**src/dbr_regs_end.sv**
```systemverilog
// no logic here; the whole register decode sits in dbr_regs

```
**src/dbr_pkg.sv**
```systemverilog
// constants, types and register map of the board register decode
// Notes on behaviour
// RULE_01 - after reset the input path is grounded single-ended with the bipolar 5 V range.
// RULE_02 - software picks the input range (bipolar or unipolar) and the input mode (grounded, floating or paired).
// RULE_03 - both output channels start bipolar and software may make each one unipolar.
// RULE_04 - twenty-four digital lines form three ports that all come up as mode 0 inputs.
// RULE_05 - every register is one byte and sixteen-bit values move as two byte accesses.
// RULE_06 - the first read of a sample returns its low byte and the second its high byte.
// RULE_07 - offset 00 is the first control word on a write and the first status byte on a read.
// RULE_08 - any write to offset 03 starts one conversion.
// RULE_09 - offset 08 flushes the sample queue on a write and offset 0a reads the queue.
// RULE_10 - each output channel is loaded by a low and a high byte at offsets 04 to 07.
// RULE_11 - counter group A has three read-write data bytes at 14 to 16 and a setup byte at 17.
// RULE_12 - strobe locations act on any write and ignore the data.
// RULE_13 - all control words are zero after reset.
// RULE_14 - reads of write-only offsets have no side effect and return a value to ignore; a read of offset 17 still loads ctrAddr.
package dbr_pkg;
	localparam logic [4:0] OFS_CW1 = 5'h00;
	localparam logic [4:0] OFS_STAT1 = 5'h00;
	localparam logic [4:0] OFS_CW2 = 5'h01;
	localparam logic [4:0] OFS_CW3 = 5'h02;
	localparam logic [4:0] OFS_TRIG = 5'h03;
	localparam logic [4:0] OFS_OUT0_LO = 5'h04;
	localparam logic [4:0] OFS_OUT0_HI = 5'h05;
	localparam logic [4:0] OFS_OUT1_LO = 5'h06;
	localparam logic [4:0] OFS_OUT1_HI = 5'h07;
	localparam logic [4:0] OFS_FLUSH = 5'h08;
	localparam logic [4:0] OFS_QDATA = 5'h0a;
	localparam logic [4:0] OFS_CW6 = 5'h0e;
	localparam logic [4:0] OFS_CW4 = 5'h0f;
	localparam logic [4:0] OFS_PORTA = 5'h10;
	localparam logic [4:0] OFS_PORTB = 5'h11;
	localparam logic [4:0] OFS_PORTC = 5'h12;
	localparam logic [4:0] OFS_PCTRL = 5'h13;
	localparam logic [4:0] OFS_CNT0 = 5'h14;
	localparam logic [4:0] OFS_CNT2 = 5'h16;
	localparam logic [4:0] OFS_CSETUP = 5'h17;
	localparam logic [4:0] OFS_CW5 = 5'h1c;
	localparam logic [4:0] OFS_STAT2 = 5'h1d;
	localparam logic [7:0] CW_RESET = 8'h00;
	localparam logic [7:0] PCTRL_RESET = 8'h9b;
	localparam int CW4_MODE_LSB = 0;
	localparam int CW2_INUNI_BIT = 0;
	localparam int CW2_OUT0UNI_BIT = 1;
	localparam int CW2_OUT1UNI_BIT = 2;
	localparam int PCTRL_SET_BIT = 7;
	localparam int PCTRL_A_BIT = 4;
	localparam int PCTRL_CHI_BIT = 3;
	localparam int PCTRL_B_BIT = 1;
	localparam int PCTRL_CLO_BIT = 0;
	localparam int ADC_W = 12;
	localparam int Q_AW = 4;
	localparam int Q_DEPTH = 16;
	localparam logic [Q_AW:0] Q_FULL = 5'h10;
	typedef enum logic [1:0] {
		GROUNDED_SINGLE_ENDED,
		FLOATING_SINGLE_ENDED,
		PAIRED_INPUT_MODE
	} dbr_in_mode_t;
	typedef struct packed {
		dbr_in_mode_t mode;
		logic inUni;
		logic out0Uni;
		logic out1Uni;
	} dbr_acfg_t;
	localparam dbr_acfg_t CFG_RESET = '{GROUNDED_SINGLE_ENDED, 1'b0, 1'b0, 1'b0};
	typedef struct packed {
		logic wr;
		logic rd;
		logic [4:0] addr;
		logic [7:0] data;
	} dbr_bus_t;
	typedef struct packed {
		logic [7:0] one;
		logic [7:0] two;
		logic [7:0] three;
		logic [7:0] four;
		logic [7:0] five;
		logic [7:0] six;
	} dbr_cmd_t;
endpackage : dbr_pkg

```
**src/dbr_regs.sv**
```systemverilog
// host register decode, sample queue and startup defaults of the board
module dbr_regs
	import dbr_pkg::*;
(
	// clock and reset
	input wire logic clk,
	input wire logic rst,
	// host byte access
	input dbr_bus_t hostReq,
	output logic [7:0] rdData,
	output logic rdValid,
	// converter
	output logic adcStart,
	input wire logic [ADC_W-1:0] adcResult,
	input wire logic adcDone,
	// output channels
	output logic [ADC_W-1:0] out0Value,
	output logic out0Load,
	output logic [ADC_W-1:0] out1Value,
	output logic out1Load,
	// configuration
	output dbr_acfg_t aCfg,
	output dbr_cmd_t cmdWords,
	// counter group a
	output logic ctrWr,
	output logic ctrRd,
	output logic [1:0] ctrAddr,
	output logic [7:0] ctrWrData,
	input wire logic [7:0] ctrCount [3],
	// digital ports
	input wire logic [23:0] portIn,
	output logic [23:0] portOut,
	output logic [23:0] portOe_n
);

	logic wrTaken, rdTaken;
	logic [4:0] a;
	logic [7:0] d;
	assign wrTaken = hostReq.wr;
	// a write in the same cycle wins; the read is dropped
	assign rdTaken = hostReq.rd & ~hostReq.wr;
	assign a = hostReq.addr;
	assign d = hostReq.data;

	function automatic dbr_in_mode_t modeOf(input logic [1:0] c);
		case (c)
			2'h1: return FLOATING_SINGLE_ENDED;
			2'h2: return PAIRED_INPUT_MODE;
			default: return GROUNDED_SINGLE_ENDED;
		endcase
	endfunction : modeOf

	function automatic logic [23:0] dirOf(input logic [7:0] c);
		return {{4{c[PCTRL_CHI_BIT]}}, {4{c[PCTRL_CLO_BIT]}},
			{8{c[PCTRL_B_BIT]}}, {8{c[PCTRL_A_BIT]}}};
	endfunction : dirOf

	// control words
	dbr_cmd_t cmd_reg;
	dbr_acfg_t cfg_reg;
	always_ff @(posedge clk) begin
		if (rst) begin
			cmd_reg <= {6{CW_RESET}}; // RULE_13
		end else if (wrTaken) begin
			case (a)
				OFS_CW1: cmd_reg.one <= d; // RULE_07
				OFS_CW2: cmd_reg.two <= d;
				OFS_CW3: cmd_reg.three <= d;
				OFS_CW4: cmd_reg.four <= d;
				OFS_CW5: cmd_reg.five <= d;
				OFS_CW6: cmd_reg.six <= d;
				default: ;
			endcase
		end
	end

	always_ff @(posedge clk) begin
		if (rst) begin
			cfg_reg <= CFG_RESET; // RULE_01 RULE_03
		end else if (wrTaken && a == OFS_CW4) begin
			cfg_reg.mode <= modeOf(d[CW4_MODE_LSB +: 2]); // RULE_02
		end else if (wrTaken && a == OFS_CW2) begin
			cfg_reg.inUni <= d[CW2_INUNI_BIT]; // RULE_02
			cfg_reg.out0Uni <= d[CW2_OUT0UNI_BIT]; // RULE_03
			cfg_reg.out1Uni <= d[CW2_OUT1UNI_BIT]; // RULE_03
		end
	end
	assign cmdWords = cmd_reg;
	assign aCfg = cfg_reg;

	// strobes ignore the data byte
	logic adcStart_reg, flush;
	assign flush = wrTaken && a == OFS_FLUSH; // RULE_09 RULE_12
	always_ff @(posedge clk) begin
		if (rst) begin
			adcStart_reg <= 1'b0;
		end else begin
			adcStart_reg <= wrTaken && a == OFS_TRIG; // RULE_08 RULE_12
		end
	end
	assign adcStart = adcStart_reg;

	// output channels: low byte waits, high byte loads the pair
	logic [7:0] low0_reg, low1_reg;
	logic [ADC_W-1:0] out0Value_reg, out1Value_reg;
	logic out0Load_reg, out1Load_reg;
	always_ff @(posedge clk) begin
		if (rst) begin
			low0_reg <= 8'h00;
			low1_reg <= 8'h00;
			out0Value_reg <= 12'h000;
			out1Value_reg <= 12'h000;
			out0Load_reg <= 1'b0;
			out1Load_reg <= 1'b0;
		end else begin
			out0Load_reg <= wrTaken && a == OFS_OUT0_HI; // RULE_10
			out1Load_reg <= wrTaken && a == OFS_OUT1_HI; // RULE_10
			if (wrTaken && a == OFS_OUT0_LO) low0_reg <= d;
			if (wrTaken && a == OFS_OUT1_LO) low1_reg <= d;
			if (wrTaken && a == OFS_OUT0_HI) begin
				out0Value_reg <= {d[3:0], low0_reg}; // RULE_05
			end
			if (wrTaken && a == OFS_OUT1_HI) begin
				out1Value_reg <= {d[3:0], low1_reg}; // RULE_05
			end
		end
	end
	assign out0Value = out0Value_reg;
	assign out1Value = out1Value_reg;
	assign out0Load = out0Load_reg;
	assign out1Load = out1Load_reg;

	// counter group a: bytes pass through to the counter device
	logic ctrWr_reg, ctrRd_reg;
	logic [1:0] ctrAddr_reg;
	logic [7:0] ctrWrData_reg;
	logic ctrHit;
	assign ctrHit = a >= OFS_CNT0 && a <= OFS_CSETUP;
	always_ff @(posedge clk) begin
		if (rst) begin
			ctrWr_reg <= 1'b0;
			ctrRd_reg <= 1'b0;
			ctrAddr_reg <= 2'h0;
			ctrWrData_reg <= 8'h00;
		end else begin
			ctrWr_reg <= wrTaken && ctrHit; // RULE_11
			// the setup byte is write-only, so no read pulse for it
			ctrRd_reg <= rdTaken && ctrHit && a != OFS_CSETUP; // RULE_11
			if ((wrTaken || rdTaken) && ctrHit) begin
				ctrAddr_reg <= a[1:0];
			end
			if (wrTaken && ctrHit) ctrWrData_reg <= d;
		end
	end
	assign ctrWr = ctrWr_reg;
	assign ctrRd = ctrRd_reg;
	assign ctrAddr = ctrAddr_reg;
	assign ctrWrData = ctrWrData_reg;

	// digital ports, mode 0 only
	logic [23:0] portMeta_reg, portSync_reg, portOut_reg, portOe_n_reg;
	logic [7:0] pctrl_reg;
	always_ff @(posedge clk) begin
		if (rst) begin
			portMeta_reg <= 24'h000000;
			portSync_reg <= 24'h000000;
		end else begin
			portMeta_reg <= portIn;
			portSync_reg <= portMeta_reg;
		end
	end

	always_ff @(posedge clk) begin
		if (rst) begin
			pctrl_reg <= PCTRL_RESET; // RULE_04
			portOe_n_reg <= dirOf(PCTRL_RESET); // RULE_04
			portOut_reg <= 24'h000000;
		end else if (wrTaken && a == OFS_PCTRL && d[PCTRL_SET_BIT]) begin
			// a mode set also clears the output latches
			pctrl_reg <= d;
			portOe_n_reg <= dirOf(d);
			portOut_reg <= 24'h000000;
		end else if (wrTaken && a >= OFS_PORTA && a <= OFS_PORTC) begin
			portOut_reg[8*a[1:0] +: 8] <= d;
		end
	end
	assign portOut = portOut_reg;
	assign portOe_n = portOe_n_reg;

	// sample queue
	logic [ADC_W-1:0] qMem [Q_DEPTH];
	logic [Q_AW-1:0] qWr_reg, qRd_reg;
	logic [Q_AW:0] qCount_reg;
	logic highPhase_reg, overflow_reg, busy_reg;
	logic qEmpty, qFull, push, pop, qRead;
	logic [ADC_W-1:0] head;
	assign qEmpty = qCount_reg == '0;
	assign qFull = qCount_reg == Q_FULL;
	assign head = qMem[qRd_reg];
	assign qRead = rdTaken && a == OFS_QDATA; // RULE_09
	assign push = adcDone && (flush || !qFull);
	assign pop = qRead && highPhase_reg && !qEmpty && !flush; // RULE_06
	always_ff @(posedge clk) begin
		if (push) qMem[flush ? '0 : qWr_reg] <= adcResult;
	end

	always_ff @(posedge clk) begin
		if (rst) begin
			qWr_reg <= '0;
			qRd_reg <= '0;
			qCount_reg <= '0;
		end else if (flush) begin
			// a sample landing during the flush is kept
			qRd_reg <= '0;
			qWr_reg <= push ? Q_AW'(1) : '0;
			qCount_reg <= push ? (Q_AW+1)'(1) : '0; // RULE_09
		end else begin
			if (push) qWr_reg <= qWr_reg + 1'b1;
			if (pop) qRd_reg <= qRd_reg + 1'b1;
			qCount_reg <= qCount_reg + {4'h0, push} - {4'h0, pop};
		end
	end

	always_ff @(posedge clk) begin
		if (rst || flush) begin
			highPhase_reg <= 1'b0;
		end else if (qRead && !qEmpty) begin
			highPhase_reg <= !highPhase_reg; // RULE_05 RULE_06
		end
	end

	// busy: a start in the done cycle wins; overflow: a flush in the set cycle wins
	always_ff @(posedge clk) begin
		if (rst) begin
			overflow_reg <= 1'b0;
			busy_reg <= 1'b0;
		end else begin
			overflow_reg <= (adcDone && qFull && !flush)
				|| (overflow_reg && !flush);
			busy_reg <= adcStart_reg || (busy_reg && !adcDone);
		end
	end

	// read side; write-only offsets answer zero and touch nothing except ctrAddr, which a setup byte read still loads
	logic [7:0] status1, status2, rdNext, portView;
	logic [7:0] rdData_reg;
	logic rdValid_reg;
	assign status1 = {5'h00, busy_reg, overflow_reg, !qEmpty};
	assign status2 = {6'h00, qFull, highPhase_reg};
	assign portView = (portOe_n_reg[8*a[1:0] +: 8] & portSync_reg[8*a[1:0] +: 8])
		| (~portOe_n_reg[8*a[1:0] +: 8] & portOut_reg[8*a[1:0] +: 8]);
	always_comb begin
		rdNext = 8'h00; // RULE_14
		case (a)
			OFS_STAT1: rdNext = status1; // RULE_07
			OFS_STAT2: rdNext = status2;
			OFS_QDATA: begin
				if (qEmpty) rdNext = 8'h00;
				else if (highPhase_reg) rdNext = {4'h0, head[11:8]}; // RULE_06
				else rdNext = head[7:0]; // RULE_06
			end
			OFS_PORTA, OFS_PORTB, OFS_PORTC: rdNext = portView;
			default: begin
				if (ctrHit && a != OFS_CSETUP) rdNext = ctrCount[a[1:0]]; // RULE_11
			end
		endcase
	end

	always_ff @(posedge clk) begin
		if (rst) begin
			rdData_reg <= 8'h00;
			rdValid_reg <= 1'b0;
		end else begin
			rdValid_reg <= rdTaken;
			if (rdTaken) rdData_reg <= rdNext;
		end
	end
	assign rdData = rdData_reg;
	assign rdValid = rdValid_reg;
endmodule : dbr_regs

```
**config.mk**
```make
export PLATFORM = sky130hd
export DESIGN_NAME = dbr_regs
export DESIGN_NICKNAME = d
export VERILOG_FILES = /design/src/dbr_regs_end.sv /design/src/dbr_pkg.sv /design/src/dbr_regs.sv
export SDC_FILE = /design/constraint.sdc
export NUM_CORES = 1
export LEC_CHECK = 0
export BUFFER_PORTS_ARGS = -buffer_cell sky130_fd_sc_hd__buf_2
export CELL_PAD_IN_SITES_DETAIL_PLACEMENT = 1
export CELL_PAD_IN_SITES_GLOBAL_PLACEMENT = 1
export CORE_ASPECT_RATIO = 1.1
export CORE_MARGIN = 5
export CORE_UTILIZATION = 46
export DETAILED_ROUTE_END_ITERATION = 12
export GPL_ROUTABILITY_DRIVEN = 0
export PLACE_DENSITY_LB_ADDON = 0.1
export SYNTH_ARGS = -nofsm -noshare
export SYNTH_HDL_FRONTEND = slang
export SYNTH_SLANG_ARGS = --single-unit
export TNS_END_PERCENT = 50
```
**constraint.sdc**
```tcl
create_clock -name clk -period 4.7 [get_ports clk]
set_input_delay 0.47 -clock clk [delete_from_list [all_inputs] [get_ports clk]]
set_output_delay 0.47 -clock clk [all_outputs]
set_load 0.01 [all_outputs]
```
After elaboration in Yosys (flattened, before gate mapping)
Memories as Yosys holds them, arrays and structs flattened. A register that Yosys moved wholly into a read port is not among the register bits.
Index checks and enable logic that the tools add are counted.
{"block": "word_totals", "register_bits": 226, "latch_bits": 0, "ram_bits": 192, "rom_bits": 0, "out_inout_bits": 149, "word_cells": 148, "mem_count": 1}
{"block": "op_classes", "n_addsub": 5, "multipliers": 0, "n_div": 0, "order_cmp": 5, "eq_ne": 21, "shift": 5, "muxes": 19, "n_bitwise": 8, "n_reduce_logical": 51}
{"name": "qMem", "words": 16, "word_bits": 12, "read_ports": 1, "rd_clocked_by_memory_dff": 1, "write_ports": 1, "line_no": "dbr_regs.sv:191", "source": "logic [ADC_W-1:0] qMem [Q_DEPTH];"}
{"operator": "$shiftx 24x6->8", "n": 3}
{"operator": "$mux 8", "n": 5}
{"operator": "$eq 5x5->1 const B", "n": 7}
{"operator": "$neg 5->34", "n": 1}
{"operator": "$shift 8x34->24 const A", "n": 1}
{"operator": "$shiftx 8x34->24", "n": 1}
{"operator": "$pmux 8 s4", "n": 1}
{"operator": "$logic_and 1x1->1", "n": 28}
{"operator": "$bwmux 24", "n": 1}
{"operator": "$eq 5x3->1 const B", "n": 4}
{"operator": "$eq 5x4->1 const B", "n": 4}
{"operator": "$mux 4", "n": 5}
{"operator": "$and 8x8->8", "n": 2}
{"operator": "$bmux 8 s2", "n": 1}
{"operator": "$reduce_and 2->1", "n": 7}
{"operator": "$eq 5x2->1 const B", "n": 2}
{"operator": "$ge 5x5->1 const B", "n": 2}
{"operator": "$le 5x5->1 const B", "n": 2}
{"operator": "$logic_not 5->1", "n": 2}
{"operator": "$add 4x1->4 const B", "n": 2}
{"operator": "$not 8->8", "n": 1}
{"operator": "$or 8x8->8", "n": 1}
{"operator": "$add 5x1->5", "n": 1}
{"operator": "$eq 5x1->1 const B", "n": 1}
{"operator": "other kinds (16)", "n": 29}

Logic depth before layout (Yosys ltp)
{"block": "logic_depth", "word_depth": 8, "depth_mapped": 18, "ltp_nobuf": 15}

Least setup slack after synthesis
Ideal clock, no wire load.
{"block": "synth_path", "path_type": "input port to flip-flop", "start": "in hostReq[9] in the netlist's numbering", "end": "mem qMem[2][0] (enable)", "t_arrival_ns": 3.174, "slack_ns": 1.127, "stages": 11, "path_buffers": 4, "cell_sequence": "clkbuf_1 -> clkbuf_1 -> inv_1 -> ha_1 -> clkbuf_1 -> nand2_1 -> nor3_1 -> clkbuf_1 -> nor3_1 -> nand2_1 -> nor3b_1"}
{"block": "synth_between", "elab_chain_len": 6, "word_cells_on_any_way": 7, "cone_classes": "eq/ne: 1; mux: 3; reduce/logical: 3"}
{"item": "from (decl)", "line_no": "dbr_regs.sv:9", "source": "input dbr_bus_t hostReq,"}
{"item": "$eq 5x4->1 (*)", "line_no": "dbr_regs.sv:93", "source": "assign flush = wrTaken && a == OFS_FLUSH;"}
{"item": "$logic_and 1x1->1 (*)", "line_no": "dbr_regs.sv:93"}
{"item": "$logic_or 1x1->1", "line_no": "dbr_regs.sv:201", "source": "assign push = adcDone && (flush || !qFull);"}
{"item": "$logic_and 1x1->1", "line_no": "dbr_regs.sv:201"}
{"item": "$mux 1 (2 in series)", "line_no": "dbr_regs.sv:204", "source": "if (push) qMem[flush ? '0 : qWr_reg] <= adcResult;"}
{"item": "to (decl)", "line_no": "dbr_regs.sv:191"}
Every way passes the cells marked *; elsewhere a longest branch is shown, timed or not.

Worst setup path in the final report
{"block": "layout_path", "start": "in hostReq[8] in the netlist's numbering", "end": "reg qCount_reg[4]"}
{"block": "layout_between", "elab_chain_len": 7, "word_cells_on_any_way": 13, "cone_classes": "add/sub: 2; eq/ne: 2; mux: 1; reduce/logical: 8"}
{"item": "$eq 5x4->1 (on tied branches)", "line_no": "dbr_regs.sv:93, dbr_regs.sv:200"}
{"item": "$logic_and 1x1->1 (on tied branches)", "line_no": "dbr_regs.sv:93, dbr_regs.sv:200"}
{"item": "$logic_or 1x1->1 or $logic_and 1x1->1 (tied branches)", "line_no": "dbr_regs.sv:201, dbr_regs.sv:202"}
{"item": "$logic_and 1x1->1 (on tied branches)", "line_no": "dbr_regs.sv:201, dbr_regs.sv:202"}
{"item": "$add 5x1->5 or $logic_and 1x1->1 (tied branches)", "line_no": "dbr_regs.sv:220, dbr_regs.sv:202"}
{"item": "$sub 5x1->5", "line_no": "dbr_regs.sv:220", "source": "qCount_reg <= qCount_reg + {4'h0, push} - {4'h0, pop};"}
{"item": "$mux 5 (*)", "line_no": "dbr_regs.sv:212", "source": "end else if (flush) begin"}
{"item": "to (signal assigned)", "line_no": "dbr_regs.sv:216", "source": "qCount_reg <= push ? (Q_AW+1)'(1) : '0;"}
{"item": "to (signal assigned)", "line_no": "dbr_regs.sv:220"}
{"item": "to (decl)", "line_no": "dbr_regs.sv:193", "source": "logic [Q_AW:0] qCount_reg;"}
Marks and branches as above.
A chain may end at the register's enable or synchronous reset.

==> impl_metrics.ini <==
[power_and_ir_drop]
p_int_mw = 6.06
seqPwrFrac_pct = 48.9
combPwrFrac_pct = 6.4
power_density_nw_per_um2 = 416
max-vdd-ir-drop_uv = 384
p_clk_share_pct = 44.7
power.share.switching_pct = 22.5
p_total_mw = 7.81
p_sw_mw = 1.76
p_leak_nw = 7.16

[clocking]
clock_latency_ns = 0.55
cts_buffers = 42
clockBufferDepth = 3
h-tree-depth = 2
clock-sinks = 405
postCtsHoldBufs = 0
cts_tree = done
clockRootBuffer = clkbuf_16
path_clk_slew_ns = 0.06
ctsResizeCount = 0
cts_setup_buffers = 0

[global_routing]
grt_antenna_before_repair = 2
grt_overflow_total = 0
grt_pass1_wl_mm = 67.4
busiest_layer = met2
gr-usage-met1_pct = 28.4
grtUsageMet3_pct = 4.09
grt_max_degree = 91
grt_use_total_pct = 22.7
grt_pass1_vias = 11200
use_met2_pct = 40.5

[drt]
wire_per_inst_um = 22.6
drt_iter0_markers = 675
wl_mm = 44.4
drc_errors = 0
drt_first_pass_iters = 4
vias = 10800
ant_nets = 0
vias_per_cell = 5.48

[synthesis]
syn_nets = 1386
synth_mux_area_share_pct = 12.2
synth_edf_count = 192
netlist_area_um2 = 15900
synth-compound-area-share_pct = 6.22
synthSimpleGateAreaFrac_pct = 13.5
synth-xor-area-share_pct = 0.441
seq_area_frac_synth_pct = 63.1
synthFlopType = dfxtp_1
yosys.area.top_type = edfxtp_1
synth_cell_types = 65
synth_top_area_share_pct = 36.3
synth_top_family_by_area = simple AND/OR/NAND/NOR gates
ys_ff_latch = 405
synth_area_leaders = edfxtp_1 (36%), dfxtp_1 (27%), mux4_2 (6.9%)
synthCells = 1295
async_flop_share_pct = 0
avgSynthCellArea_um2 = 12.3
yosys_warnings = 0
synth_adder_area_share_pct = 1.07

[setup_path]
cp-start-kind = primary input
worst-path-stages = 18
max_stage_delay_ns = 0.42
arrival_ns = 3.61
r2r.worst_path.cells = 15
crit_family = adder cells
endpoint_kind = flip-flop
crit_type = in2reg
cp_cell_sequence = buf_2 -> buf_4 -> clkinv_1 -> ha_1 -> nand2_1 -> nor3_1 -> buf_4 -> o21ai_1 -> ha_1 -> inv_1 -> ha_1 -> inv_1 -> fa_1 -> inv_1 -> a21oi_1 -> nor2_1 -> or3_1 -> a21oi_1
slowest_stage = fa_1
crit_required_ns = 5.13
worst-path-buf-inv = 7
crit_fanout = 21

[die]
io_pins = 227
dieArea_um2 = 38400
die_w_um = 187
die_y_um = 205
start_util_pct = 46.5
num_rows = 71
coreArea_um2 = 34200

[hold_path]
hold_depth = 2
hold_path.class = in2reg

[final_layout]
syn_to_final_growth_pct = 18.2
final_common_cell = buf_2
layout_common_cells = buf_2 (225), dfxtp_1 (211), edfxtp_1 (192)
drive_gt1_share_pct = 25.9
fin_area_um2 = 18800
largest_register = qMem
nets = 1581
largest_register_ffs = 192

[timing]
finClkSkew_ns = 0.0147
min_period_over_period_pct = 67.6
worst_pin_slew_ns = 1.23
max_slew_margin_pct = 18.2
min_period_ns = 3.18
hold_viol_final = 0
rsz0062_at_grt = no
drv_slew = 0
tns_ns = 0
fmax_mhz = 315
setup_viol = 0

[status]
status = finished clean

[placed_design]
hpwl_mm = 30.9
port_buffers = 226
place_area_um2 = 17300

[run]
max-cap-violations = 0
-- Yosys cell counts (4+ instances only) --
cell       instances
a211o_1            5
nor2b_1           57
o22ai_1            8
dfxtp_1          213
buf_2             21
nand2b_1           5
and2_1             5
nor3_1             9
nor3b_1            9
buf_4             20
a21oi_1          105
nand3_1           71
edfxtp_1         192
o211ai_1           6
mux4_2            49
o21ai_0           11
mux2_2             5
and3_1             5
ha_1              12
a22oi_1            5
inv_1             10
clkbuf_1          58
mux2i_1           78
o2bb2ai_1          4
nor2_1            95
buf_1              4
xor2_1             5
nand2_1          167
-- power by group through the flow --
stage / sequential (mW) / clock, mW / combinational, mW
final: 3.82 / 3.49 / 0.502
after global routing: 3.82 / 3.73 / 0.551
after CTS: 3.82 / 3.56 / 0.507
after detailed placement: 3.89 / 0 / 0.502
after global placement: 3.89 / 0 / 0.488
after floorplan: 3.88 / 0 / 0.308
-- routing by layer --
metal,share of wire [%],vias up
li1,-,5029
met1,42,5417
met2,51,259
met3,4.6,67
met4,2.4,0
met5,0,-
-- path summary, 6_finish.rpt --
check | to | slack (ns) | start
max | qCount_reg[4] | 1.52 | hostReq[8]
min | portMeta_reg[7] | 0.13 | portIn[7]
max reg2reg | qCount_reg[4] | 1.56 | qCount_reg[2]
min reg2reg | portSync_reg[18] | 0.44 | portMeta_reg[18]
-- metrics by stage --
step	hold WS, ns	std cells	setup WS (ns)	utilization, %
after floorplan	0.414	1295	1.13	-
after global placement	0.420	1884	1.20	50.7
after detailed placement	0.426	1884	1.03	50.7
after CTS	0.113	1962	1.54	54.9
after global routing	0.122	1963	1.29	54.9
final	0.133	1964	1.52	54.9
-- layout make-up --
cell class,instances,area (um^2)
flip-flops and latches,405,10000
clock inverters,28,337
multi-input cells,772,5320
inverters,11,41.3
diodes,2,5.00
repair buffers,258,1390
well taps,438,548
fillers,3567,15400
clock buffers,50,1120
-- cell families after synthesis --
family,count (synthesis)
multiplexers,132
AND/OR/NAND/NOR,452
flip-flops,405
buffers and inverters,118
XOR/XNOR,8
adder cells (fa/ha/maj),13
AO/OA/AOI/OAI,167
No activity file was read; power rests on OpenSTA's default activity.
